### src/dbpm_pkg.sv
// Constants, types and register map of the dual port bus mux
package dbpm_pkg;

	localparam int DBPM_ADDR_W = 4;
	localparam int DBPM_DATA_W = 8;

	localparam logic [3:0] DBPM_OFS_LOW_PINS  = 4'h0;
	localparam logic [3:0] DBPM_OFS_LOW_LATCH = 4'h1;
	localparam logic [3:0] DBPM_OFS_LOW_DIR   = 4'h2;
	localparam logic [3:0] DBPM_OFS_HIGH_PINS = 4'h3;
	localparam logic [3:0] DBPM_OFS_HIGH_LAT  = 4'h4;
	localparam logic [3:0] DBPM_OFS_HIGH_DIR  = 4'h5;
	localparam logic [3:0] DBPM_OFS_SLAVE_CTL = 4'h6;
	localparam logic [3:0] DBPM_OFS_MEM_CTL   = 4'h7;

	localparam logic [7:0] DBPM_RST_DIR       = 8'hFF;
	localparam logic [7:0] DBPM_RST_LATCH     = 8'h00;
	localparam logic [7:0] DBPM_RST_SLAVE_CTL = 8'h00;
	localparam logic [7:0] DBPM_RST_MEM_CTL   = 8'h00;
	localparam logic [7:0] DBPM_MEM_CTL_MASK  = 8'hB3;
	localparam logic [7:0] DBPM_UNMAPPED_VAL  = 8'h00;

	localparam int DBPM_BIT_EXT_BUS_DIS = 7;
	localparam int DBPM_BIT_SLAVE_MODE  = 4;
	localparam int DBPM_BIT_OVERFLOW    = 5;
	localparam int DBPM_BIT_OUT_FULL    = 6;
	localparam int DBPM_BIT_IN_FULL     = 7;
	localparam int DBPM_CAPTURE_PIN     = 7;
	localparam logic [2:0] DBPM_SLAVE_CTL_PINS = 3'h7;

	typedef enum logic [1:0]
	{
		DBPM_MODE_MCU     = 2'h0,
		DBPM_MODE_EXT_MCU = 2'h1,
		DBPM_MODE_MPU     = 2'h3,
		DBPM_MODE_MPU_BT  = 2'h2
	} dbpm_prog_mode_type;

	typedef enum logic [1:0]
	{
		DBPM_OWN_GPIO  = 2'h0,
		DBPM_OWN_SLAVE = 2'h1,
		DBPM_OWN_BUS   = 2'h3
	} dbpm_owner_type;

	typedef struct packed
	{
		logic [7:0] dout;
		logic [7:0] oe;
	} dbpm_pins_type;

	typedef struct packed
	{
		logic [3:0] addr;
		logic [7:0] wdata;
		logic       wr;
		logic       rd;
	} dbpm_reg_req_type;

endpackage

### src/dbpm_sync.sv
// Three-stage pin synchroniser with agreement filter
`timescale 1ns/1ps
`default_nettype none
module dbpm_sync
	import dbpm_pkg::*;
#(
	parameter int WIDTH = 16
)
(
	input  wire logic             clk,
	input  wire logic             rst_n,
	input  wire logic [WIDTH-1:0] pin_async,
	output var  logic [WIDTH-1:0] pin_sync
);

	logic [WIDTH-1:0] stage1_ff;
	logic [WIDTH-1:0] stage2_ff;
	logic [WIDTH-1:0] stage3_ff;
	logic [WIDTH-1:0] value_ff;

	always_ff @(posedge clk or negedge rst_n)
	begin
		if (!rst_n)
		begin
			stage1_ff <= '0;
			stage2_ff <= '0;
			stage3_ff <= '0;
		end
		else
		begin
			stage1_ff <= pin_async;
			stage2_ff <= stage1_ff;
			stage3_ff <= stage2_ff;
		end
	end

	// Change counts only once stages two and three agree
	genvar i;
	generate
		for (i = 0; i < WIDTH; i++)
		begin : g_bit
			always_ff @(posedge clk or negedge rst_n)
			begin
				if (!rst_n)
					value_ff[i] <= 1'b0;
				else if (stage2_ff[i] == stage3_ff[i])
					value_ff[i] <= stage3_ff[i];
			end
		end
	endgenerate

	assign pin_sync = value_ff;

endmodule
`default_nettype wire

### src/dbpm_pin_mux.sv
// Per-pin selection between port latch and alternate function
`timescale 1ns/1ps
`default_nettype none
module dbpm_pin_mux
	import dbpm_pkg::*;
(
	input  wire logic [7:0]    latch,
	input  wire logic [7:0]    dir,
	input  wire logic [7:0]    alt_en,
	input  wire logic [7:0]    alt_out,
	input  wire logic [7:0]    alt_oe,
	output dbpm_pins_type      pins
);

	// Latch and direction are never overwritten by an owner
	genvar i;
	generate
		for (i = 0; i < 8; i++)
		begin : g_pin
			assign pins.dout[i] = alt_en[i] ? alt_out[i] : latch[i];
			assign pins.oe[i]   = alt_en[i] ? alt_oe[i] : ~dir[i];
		end
	endgenerate

endmodule
`default_nettype wire

### src/dbpm_top.sv
// Dual bidirectional port with bus, slave port and capture muxing
//
// The placing of the registers and the plain strobed port were left to the implementer.
`timescale 1ns/1ps
`default_nettype none
module dbpm_top
	import dbpm_pkg::*;
(
	input  wire logic               clk,
	input  wire logic               rst_n,
	input  wire logic               warm_rst,
	input  wire logic [3:0]         reg_addr,
	input  wire logic [7:0]         reg_wdata,
	input  wire logic               reg_wr,
	input  wire logic               reg_rd,
	output var  logic [7:0]         reg_rdata,
	input  wire dbpm_prog_mode_type prog_mode,
	input  wire logic               pin_count_80,
	input  wire logic               alt_capture_pin_select,
	input  wire logic [7:0]         low_pin_in,
	output dbpm_pins_type           low_pins_o,
	input  wire logic [7:0]         high_pin_in,
	output dbpm_pins_type           high_pins_o,
	output var  logic               low_port_ttl,
	output var  logic               high_port_ttl,
	input  wire logic [15:0]        bus_ad_out,
	input  wire logic               bus_ad_oe,
	output var  logic [15:0]        bus_ad_in,
	input  wire logic [7:0]         slave_data_out,
	input  wire logic               slave_data_oe,
	output var  logic [7:0]         slave_data_in,
	output var  logic               slave_rd_n,
	output var  logic               slave_wr_n,
	output var  logic               slave_cs_n,
	input  wire logic               input_buffer_full,
	input  wire logic               output_buffer_full,
	input  wire logic               input_buffer_overflow,
	output var  logic               slave_port_active,
	input  wire logic               capture_out,
	input  wire logic               capture_oe,
	output var  logic               capture_in
);

	////////////////////////////////////////////////////////////////////////
	// Registers

	dbpm_reg_req_type req;
	logic [7:0]       low_latch_ff;
	logic [7:0]       low_dir_ff;
	logic [7:0]       high_latch_ff;
	logic [7:0]       high_dir_ff;
	logic             slave_mode_ff;
	logic [7:0]       mem_ctl_ff;
	logic [7:0]       reg_rdata_ff;
	logic [7:0]       nxt_rdata;
	logic [15:0]      pins_sync;
	logic [7:0]       low_sync;
	logic [7:0]       high_sync;
	logic             ext_bus_disable;
	logic             is_mcu;
	logic             high_bus_active;
	logic             low_bus_active;
	logic             slave_ctl_active;
	logic             capture_active;
	dbpm_owner_type   low_owner;
	dbpm_owner_type   high_owner;
	logic [7:0]       low_alt_en;
	logic [7:0]       low_alt_out;
	logic [7:0]       low_alt_oe;
	logic [7:0]       high_alt_en;
	logic [7:0]       high_alt_out;
	logic [7:0]       high_alt_oe;

	assign req.addr  = reg_addr;
	assign req.wdata = reg_wdata;
	assign req.wr    = reg_wr;
	assign req.rd    = reg_rd;

	// Writes are ignored during a warm reset so its hold is exact
	always_ff @(posedge clk or negedge rst_n)
	begin
		if (!rst_n)
			low_dir_ff <= DBPM_RST_DIR;
		else if (req.wr && !warm_rst && req.addr == DBPM_OFS_LOW_DIR)
			low_dir_ff <= req.wdata;
	end

	always_ff @(posedge clk or negedge rst_n)
	begin
		if (!rst_n)
			high_dir_ff <= DBPM_RST_DIR;
		else if (req.wr && !warm_rst && req.addr == DBPM_OFS_HIGH_DIR)
			high_dir_ff <= req.wdata;
	end

	// Pin level is unknown at power-on; zero is a safe pick
	always_ff @(posedge clk or negedge rst_n)
	begin
		if (!rst_n)
			low_latch_ff <= DBPM_RST_LATCH;
		else if (req.wr && !warm_rst &&
			(req.addr == DBPM_OFS_LOW_LATCH || req.addr == DBPM_OFS_LOW_PINS))
			low_latch_ff <= req.wdata;
	end

	always_ff @(posedge clk or negedge rst_n)
	begin
		if (!rst_n)
			high_latch_ff <= DBPM_RST_LATCH;
		else if (req.wr && !warm_rst &&
			(req.addr == DBPM_OFS_HIGH_LAT || req.addr == DBPM_OFS_HIGH_PINS))
			high_latch_ff <= req.wdata;
	end

	// Control registers do return to reset on a warm reset
	always_ff @(posedge clk or negedge rst_n)
	begin
		if (!rst_n)
			slave_mode_ff <= DBPM_RST_SLAVE_CTL[DBPM_BIT_SLAVE_MODE];
		else if (warm_rst)
			slave_mode_ff <= DBPM_RST_SLAVE_CTL[DBPM_BIT_SLAVE_MODE];
		else if (req.wr && req.addr == DBPM_OFS_SLAVE_CTL)
			slave_mode_ff <= req.wdata[DBPM_BIT_SLAVE_MODE];
	end

	always_ff @(posedge clk or negedge rst_n)
	begin
		if (!rst_n)
			mem_ctl_ff <= DBPM_RST_MEM_CTL;
		else if (warm_rst)
			mem_ctl_ff <= DBPM_RST_MEM_CTL;
		else if (req.wr && req.addr == DBPM_OFS_MEM_CTL)
			mem_ctl_ff <= req.wdata & DBPM_MEM_CTL_MASK;
	end

	////////////////////////////////////////////////////////////////////////
	// Read path, data in the cycle after the strobe

	always_comb
	begin
		case (req.addr)
			DBPM_OFS_LOW_PINS:  nxt_rdata = low_sync;
			DBPM_OFS_LOW_LATCH: nxt_rdata = low_latch_ff;
			DBPM_OFS_LOW_DIR:   nxt_rdata = low_dir_ff;
			DBPM_OFS_HIGH_PINS: nxt_rdata = high_sync;
			DBPM_OFS_HIGH_LAT:  nxt_rdata = high_latch_ff;
			DBPM_OFS_HIGH_DIR:  nxt_rdata = high_dir_ff;
			DBPM_OFS_SLAVE_CTL: nxt_rdata = {input_buffer_full, output_buffer_full,
				input_buffer_overflow, slave_mode_ff, 4'h0};
			DBPM_OFS_MEM_CTL:   nxt_rdata = mem_ctl_ff;
			default:            nxt_rdata = DBPM_UNMAPPED_VAL;
		endcase
	end

	always_ff @(posedge clk or negedge rst_n)
	begin
		if (!rst_n)
			reg_rdata_ff <= 8'h00;
		else if (req.rd)
			reg_rdata_ff <= nxt_rdata;
		else
			reg_rdata_ff <= 8'h00;
	end

	assign reg_rdata = reg_rdata_ff;

	////////////////////////////////////////////////////////////////////////
	// Pin inputs

	dbpm_sync #(
		.WIDTH (16)
	) u_sync (
		.clk       (clk),
		.rst_n     (rst_n),
		.pin_async ({high_pin_in, low_pin_in}),
		.pin_sync  (pins_sync)
	);

	assign low_sync      = pins_sync[7:0];
	assign high_sync     = pins_sync[15:8];
	assign bus_ad_in     = pins_sync;
	assign slave_data_in = low_sync;
	assign capture_in    = high_sync[DBPM_CAPTURE_PIN];

	////////////////////////////////////////////////////////////////////////
	// Ownership

	assign ext_bus_disable  = mem_ctl_ff[DBPM_BIT_EXT_BUS_DIS];
	assign is_mcu           = (prog_mode == DBPM_MODE_MCU);
	assign low_bus_active   = !ext_bus_disable;
	// Bus high byte needs the 80-pin part outside controller mode
	assign high_bus_active  = !ext_bus_disable && !is_mcu && pin_count_80;
	assign slave_port_active = slave_mode_ff && !low_bus_active;
	assign slave_ctl_active = slave_mode_ff && is_mcu && !high_bus_active;
	assign capture_active   = is_mcu && !alt_capture_pin_select && !high_bus_active;

	always_comb
	begin
		if (low_bus_active)
			low_owner = DBPM_OWN_BUS;
		else if (slave_mode_ff)
			low_owner = DBPM_OWN_SLAVE;
		else
			low_owner = DBPM_OWN_GPIO;
	end

	always_comb
	begin
		if (high_bus_active)
			high_owner = DBPM_OWN_BUS;
		else if (slave_ctl_active)
			high_owner = DBPM_OWN_SLAVE;
		else
			high_owner = DBPM_OWN_GPIO;
	end

	// Low port alternate drive
	always_comb
	begin
		case (low_owner)
			DBPM_OWN_BUS:
			begin
				low_alt_en  = 8'hFF;
				low_alt_out = bus_ad_out[7:0];
				low_alt_oe  = {8{bus_ad_oe}};
			end
			DBPM_OWN_SLAVE:
			begin
				low_alt_en  = 8'hFF;
				low_alt_out = slave_data_out;
				low_alt_oe  = {8{slave_data_oe}};
			end
			default:
			begin
				low_alt_en  = 8'h00;
				low_alt_out = 8'h00;
				low_alt_oe  = 8'h00;
			end
		endcase
	end

	// High port alternate drive; slave controls are inputs only
	always_comb
	begin
		high_alt_en  = 8'h00;
		high_alt_out = 8'h00;
		high_alt_oe  = 8'h00;
		case (high_owner)
			DBPM_OWN_BUS:
			begin
				high_alt_en  = 8'hFF;
				high_alt_out = bus_ad_out[15:8];
				high_alt_oe  = {8{bus_ad_oe}};
			end
			DBPM_OWN_SLAVE:
			begin
				high_alt_en[2:0] = DBPM_SLAVE_CTL_PINS;
			end
			default:
			begin
				high_alt_en = 8'h00;
			end
		endcase
		if (capture_active)
		begin
			high_alt_en[DBPM_CAPTURE_PIN]  = 1'b1;
			high_alt_out[DBPM_CAPTURE_PIN] = capture_out;
			high_alt_oe[DBPM_CAPTURE_PIN]  = capture_oe;
		end
	end

	// Control strobes idle high unless the slave owns the pins
	assign slave_rd_n = slave_ctl_active ? high_sync[0] : 1'b1;
	assign slave_wr_n = slave_ctl_active ? high_sync[1] : 1'b1;
	assign slave_cs_n = slave_ctl_active ? high_sync[2] : 1'b1;

	assign low_port_ttl  = (low_owner != DBPM_OWN_GPIO);
	assign high_port_ttl = (high_owner != DBPM_OWN_GPIO);

	dbpm_pin_mux u_low_mux (
		.latch   (low_latch_ff),
		.dir     (low_dir_ff),
		.alt_en  (low_alt_en),
		.alt_out (low_alt_out),
		.alt_oe  (low_alt_oe),
		.pins    (low_pins_o)
	);

	dbpm_pin_mux u_high_mux (
		.latch   (high_latch_ff),
		.dir     (high_dir_ff),
		.alt_en  (high_alt_en),
		.alt_out (high_alt_out),
		.alt_oe  (high_alt_oe),
		.pins    (high_pins_o)
	);
endmodule
`default_nettype wire

### config.mk
export PLATFORM = sky130hd
export DESIGN_NAME = dbpm_top
export DESIGN_NICKNAME = d
export VERILOG_FILES = /design/src/dbpm_pkg.sv /design/src/dbpm_sync.sv /design/src/dbpm_pin_mux.sv /design/src/dbpm_top.sv
export SDC_FILE = /design/constraint.sdc
export NUM_CORES = 1
export LEC_CHECK = 0
export ABC_AREA = 1
export BUFFER_PORTS_ARGS = -buffer_cell sky130_fd_sc_hd__buf_2
export CAP_MARGIN = 20
export CORE_MARGIN = 10
export CORE_UTILIZATION = 25
export DETAILED_ROUTE_END_ITERATION = 7
export MAX_ROUTING_LAYER = met4
export PLACE_DENSITY_LB_ADDON = 0.1
export SKIP_LAST_GASP = 1
export SYNTH_ARGS = -nofsm -noshare
export SYNTH_HDL_FRONTEND = slang
export SYNTH_SLANG_ARGS = --single-unit
export TNS_END_PERCENT = 10
### constraint.sdc
create_clock -name clk -period 1.7 [get_ports clk]
set_clock_uncertainty 0.2 [all_clocks]
set_input_delay 0.17 -clock clk [delete_from_list [all_inputs] [get_ports clk]]
set_output_delay 0.17 -clock clk [all_outputs]
set_load 0.01 [all_outputs]
Word level (Yosys, flattened, before mapping):

Cells that the tools add are included.

* add/subtract/negate cells: 0
* divide/modulo/power cells: 0
* magnitude comparators: 0
* bitwise operators: 16
* multipliers: 0
* shifts and indexed selects: 0
* mux-type cells: 55
* reductions and logical operators: 29
* equality and inequality tests: 27

Operators by type and width (number)
* $pmux 8 s8: 1
* $mux 8: 6
* $mux 1: 42
* $pmux 8 s2: 2
* $eq 1x1->1: 16
* $eq 4x3->1 const B: 4
* $not 1->1: 16
* $logic_and 1x1->1: 14
* $eq 4x2->1 const B: 2
* $reduce_bool 2->1: 4
* $logic_not 1->1: 5
* $mux 5: 1
* $eq 2x1->1 const B: 2
* $eq 2x2->1 const B: 2
* $eq 4x1->1 const B: 1
* $logic_not 4->1: 1
* $mux 2: 2
* $reduce_or 2->1: 2
* $mux 3: 1
* $logic_not 2->1: 1
* $logic_or 1x1->1: 2

* register bits after elaboration: 113
* output and inout port bits: 71
* memories kept: 0
* bits in writable memories: 0
* bits in latches: 0
* ROM bits: 0
* input bits: 68
* word-level logic and storage cells: 153

Logic depth before layout (Yosys ltp):

* depth after elaboration: 12
* depth in mapped cells: 8
* mapped depth without buffers: 7

Modules after synthesis:

From an unflattened synthesis, not the netlist that was laid out.

* cells, all modules: 567
* area, all modules: 4916.0 sq um

By module, submodules not included
* dbpm_top: times used 1, seq. area each 1171.1 sq um, area each 2673.8 sq um, cells each 343
* dbpm_sync: times used 1, seq. area each 1601.5 sq um, area each 1861.8 sq um, cells each 128
* dbpm_pin_mux: times used 2, seq. area each 0.0 sq um, area each 190.2 sq um, cells each 48

Least setup slack after synthesis:

No wires, ideal clock.

* path type: reg-to-output
* from: reg slave_mode_ff
* to: out low_pins_o[0] (netlist bit)
* arrival: 1.170 ns
* data required time: 1.330 ns
* setup slack: 0.160 ns
* path buffers: 0
* cell stages (with the launch flop): 6
* cells stage by stage: dfrtp_1 nand2_1 clkinv_1 a22o_1 inv_1 o21ai_0

RTL lines
* start: declaration: line dbpm_top.sv:52 `logic slave_mode_ff;`
* start signal: assignment: line dbpm_top.sv:119 `slave_mode_ff <= DBPM_RST_SLAVE_CTL[DBPM_BIT_SLAVE_MODE];`
* start signal: assignment: line dbpm_top.sv:121 `slave_mode_ff <= DBPM_RST_SLAVE_CTL[DBPM_BIT_SLAVE_MODE];`
* start signal: assignment: line dbpm_top.sv:123 `slave_mode_ff <= req.wdata[DBPM_BIT_SLAVE_MODE];`
* end: declaration: line dbpm_top.sv:21 `output dbpm_pins_type low_pins_o,`

==> impl_metrics.json <==
{
  "rows": 49,
  "min_period_over_period_pct": 113,
  "synth_top_area_share_pct": 51.0,
  "drc": 0,
  "grt-ovfl-total": 0,
  "syn-num-nets": 533,
  "synth_area_per_cell_um2": 9.92,
  "worst_slew_pin_slew_ns": 0.435,
  "rr_endpoint": "reg_rdata[7]$_DFF_PN0_",
  "worst-setup-path-type": "reg -> out",
  "whs_path_depth": 3,
  "synth_most_common_cell": "nand2_1",
  "endpoint_kind": "output pin",
  "ir_drop_mv": 0.517,
  "synth-seq-cells": 110,
  "synth_warnings": 0,
  "drt-total-wl_um": 14600,
  "ios": 139,
  "whs_ns": -0.000306,
  "cts.reportedPaths.clkPinSlew_ns": 0.08,
  "cap_viol_max_count": 0,
  "reg2reg_depth": 6,
  "min_from": "reg_wdata[0]",
  "finalCriticalPeriod_ns": 1.93,
  "p_leak_nw": 3.00,
  "status": "finished, violations left",
  "max_freq_ghz": 0.519,
  "cts-root-buf": "clkbuf_16",
  "synthArstFlopShare_pct": 100,
  "ant_nets": 0,
  "grtUsageTotal_pct": 12.4,
  "die_w_um": 156,
  "synth_area_um2": 4610,
  "dieArea_um2": 24300,
  "setup_viol": 38,
  "drt-initial-drc-count": 212,
  "dp_cells": 826,
  "place_congestion": 0.804,
  "drv_slew": 0,
  "setup_slack_ns": -0.225,
  "via_per_inst": 4.38,
  "regToRegSetupSlack_ns": 0.34,
  "cts_buffers": 9,
  "finalNonFillerCells": 868,
  "final_hold_viol_count": 1,
  "yosysUniqueCellTypes": 25,
  "hp-class": "in -> reg",
  "clock-sinks": 110,
  "fin_tns_setup_ns": -6.41,
  "seq_area_um2": 2770,
  "io_buffer_count": 138,
  "powerDensity_nw_per_um2": 1020,
  "crit_path_max_fanout": 8,
  "synth_edf_count": 0,
  "r2r_start": "mem_ctl_ff[7]$_DFFE_PN0P_",
  "slew_headroom_pct": 70.9,
  "multi_input_area_um2": 1610,
  "coreArea_um2": 18100,
  "firstDrtPassIters": 5,
  "synthTopCellsByCount": "nand2_1 (108), dfrtp_1 (94), nand3_1 (75), o21ai_0 (26), o21ai_1 (22)",
  "ys_dominant_reg_cell": "dfrtp_1",
  "clkLatencyLatePin_ns": 0.35,
  "drive_above_1_share_pct": 36.8,
  "pre_cts_ws_ns": -0.0216,
  "n_antenna_cell": 0,
  "crit_required_ns": 1.33,
  "antenna_found_initial": 0,
  "crit_arrival_ns": 1.56,
  "routedWlPerCell_um": 16.8,
  "startpoint_type": "flop",
  "cts_tree": "done",
  "violations": "hold timing, setup timing",
  "min_to": "high_latch_ff[0]$_DFFE_PN0P_",
  "grt_pass1_vias": 3908,
  "areaGrowthSynthToFinish_pct": 35.4,
  "grt_max_degree": 42,
  "grt_pass1_wl_um": 22700,
  "cts-htree-levels": 3,
  "synth_largest_area_cell": "dfrtp_1",
  "yosysSeqAreaShare_pct": 60.1,
  "syn_inst": 465,
  "num_vias": 3799,
  "die_h_um": 156,
  "fill_cells": 1864,
  "fin_nets": 702,
  "start_util_pct": 25.5,
  "rsz0062_at_grt": "yes",
  "yosys-top-cells-area": "dfrtp_1 (51%), dfstp_2 (9.1%), nand2_1 (8.8%), nand3_1 (8.1%), maj3_1 (3.5%)",
  "clock_path_buffers": 2,
  "hpwl_um": 11100
}
==> sequential cells by signal, summed over array words and instances, names as in the netlist <==
signal,cells
u_sync.pin_sync,16
u_sync.stage1_ff,16
u_sync.stage2_ff,16
u_sync.stage3_ff,16
high_dir_ff,8
high_latch_ff,8
low_dir_ff,8
low_latch_ff,8
reg_rdata,8
mem_ctl_ff,5
slave_mode_ff,1
==> per-layer routing <==
layer,share of wire [%],up-vias,GRT usage (%)
li1,-,1869,-
met1,48,1798,16.5
met2,46,116,18.3
met3,5.0,16,2.59
met4,1.5,0,4.36
met5,0,-,-
==> cell type report <==
class / instances / area share (%)
flip-flops and latches: 110 / 44.4
multi-input cells: 303 / 25.8
repair buffers: 182 / 18.4
well taps: 229 / 4.59
clock buffers: 11 / 4.05
inverters: 28 / 1.74
clock inverters: 5 / 1.02
==> power by group <==
part           internal, mW  switching (mW)
Clock                  1.24           0.997
Combinational         0.422           0.541
Sequential             2.93           0.224
Total                  4.59            1.76
==> layout by cell type (no fill, tap or decap), types with 2 or more instances in the layout <==
cell | Yosys | final
buf_12 | 0 | 4
buf_6 | 6 | 3
inv_6 | 0 | 2
buf_2 | 4 | 134
inv_1 | 21 | 20
dlygate4sd3_1 | 0 | 23
clkbuf_16 | 0 | 9
a21oi_1 | 8 | 8
o21ai_2 | 9 | 14
inv_2 | 5 | 5
nand3_2 | 2 | 2
o21ai_4 | 0 | 3
dfrtp_1 | 94 | 94
nor2_4 | 5 | 6
o211ai_1 | 2 | 2
buf_4 | 13 | 18
nand2_1 | 108 | 105
nand2_2 | 4 | 7
o21ai_0 | 26 | 18
or2_2 | 3 | 3
nand3_1 | 75 | 75
clkbuf_8 | 0 | 2
o21ai_1 | 22 | 22
nor2_1 | 19 | 19
dfstp_2 | 16 | 16
maj3_1 | 16 | 16
==> critical path: stages, from the launching register on <==
cell	delay [ns]
dfrtp_1	0.42
nand2_1	0.10
clkinv_2	0.05
a22o_1	0.20
inv_2	0.08
buf_12	0.14
o21ai_4	0.08
buf_6	0.13
==> logic make-up after synthesis <==
group                    synth area share [%]
AO/OA/AOI/OAI                            8.30
adder cells (fa/ha/maj)                  3.47
buffers and inverters                    6.38
flip-flops                               60.1
AND/OR/NAND/NOR                          21.7
==> worst max-delay path by stage <==
stage                                    from        endpoint
global placement    slave_mode_ff$_DFFE_PN0P_   low_pins_o[3]
finish              mem_ctl_ff[7]$_DFFE_PN0P_   low_pins_o[2]
detailed placement               prog_mode[1]  high_pins_o[1]
global route        mem_ctl_ff[7]$_DFFE_PN0P_   low_pins_o[6]
CTS                 mem_ctl_ff[7]$_DFFE_PN0P_   low_pins_o[4]
floorplan           slave_mode_ff$_DFFE_PN0P_   low_pins_o[0]
==> stage by stage <==
| stage | hold slack [ns] | instance area [um2] | util, % | power [mW] |
|---|---|---|---|---|
| global placement | -0.151 | 5590 | 30.9 | 4.10 |
| detailed placement | -0.154 | 5590 | 30.9 | 4.12 |
| CTS | 0.00842 | 6240 | 34.5 | 6.46 |
| global route | 0.0339 | 6240 | 34.5 | 6.69 |
| finish | -0.000306 | 6240 | 34.5 | 6.36 |
| floorplan | -0.326 | 4610 | - | 3.63 |
==> timing repair <==
| item | 4_1_cts | 5_1_grt |
|---|---|---|
| buffers inserted | 3 | 0 |
| hold buffers | 23 | 0 |
| gates resized for setup | 28 | 1 |
| endpoints found under the setup margin | 37 | 38 |
| endpoints found under the hold margin | 139 | 0 |
| pin swaps | 2 | 2 |
Note: power is estimated with default switching activity, not from simulation.
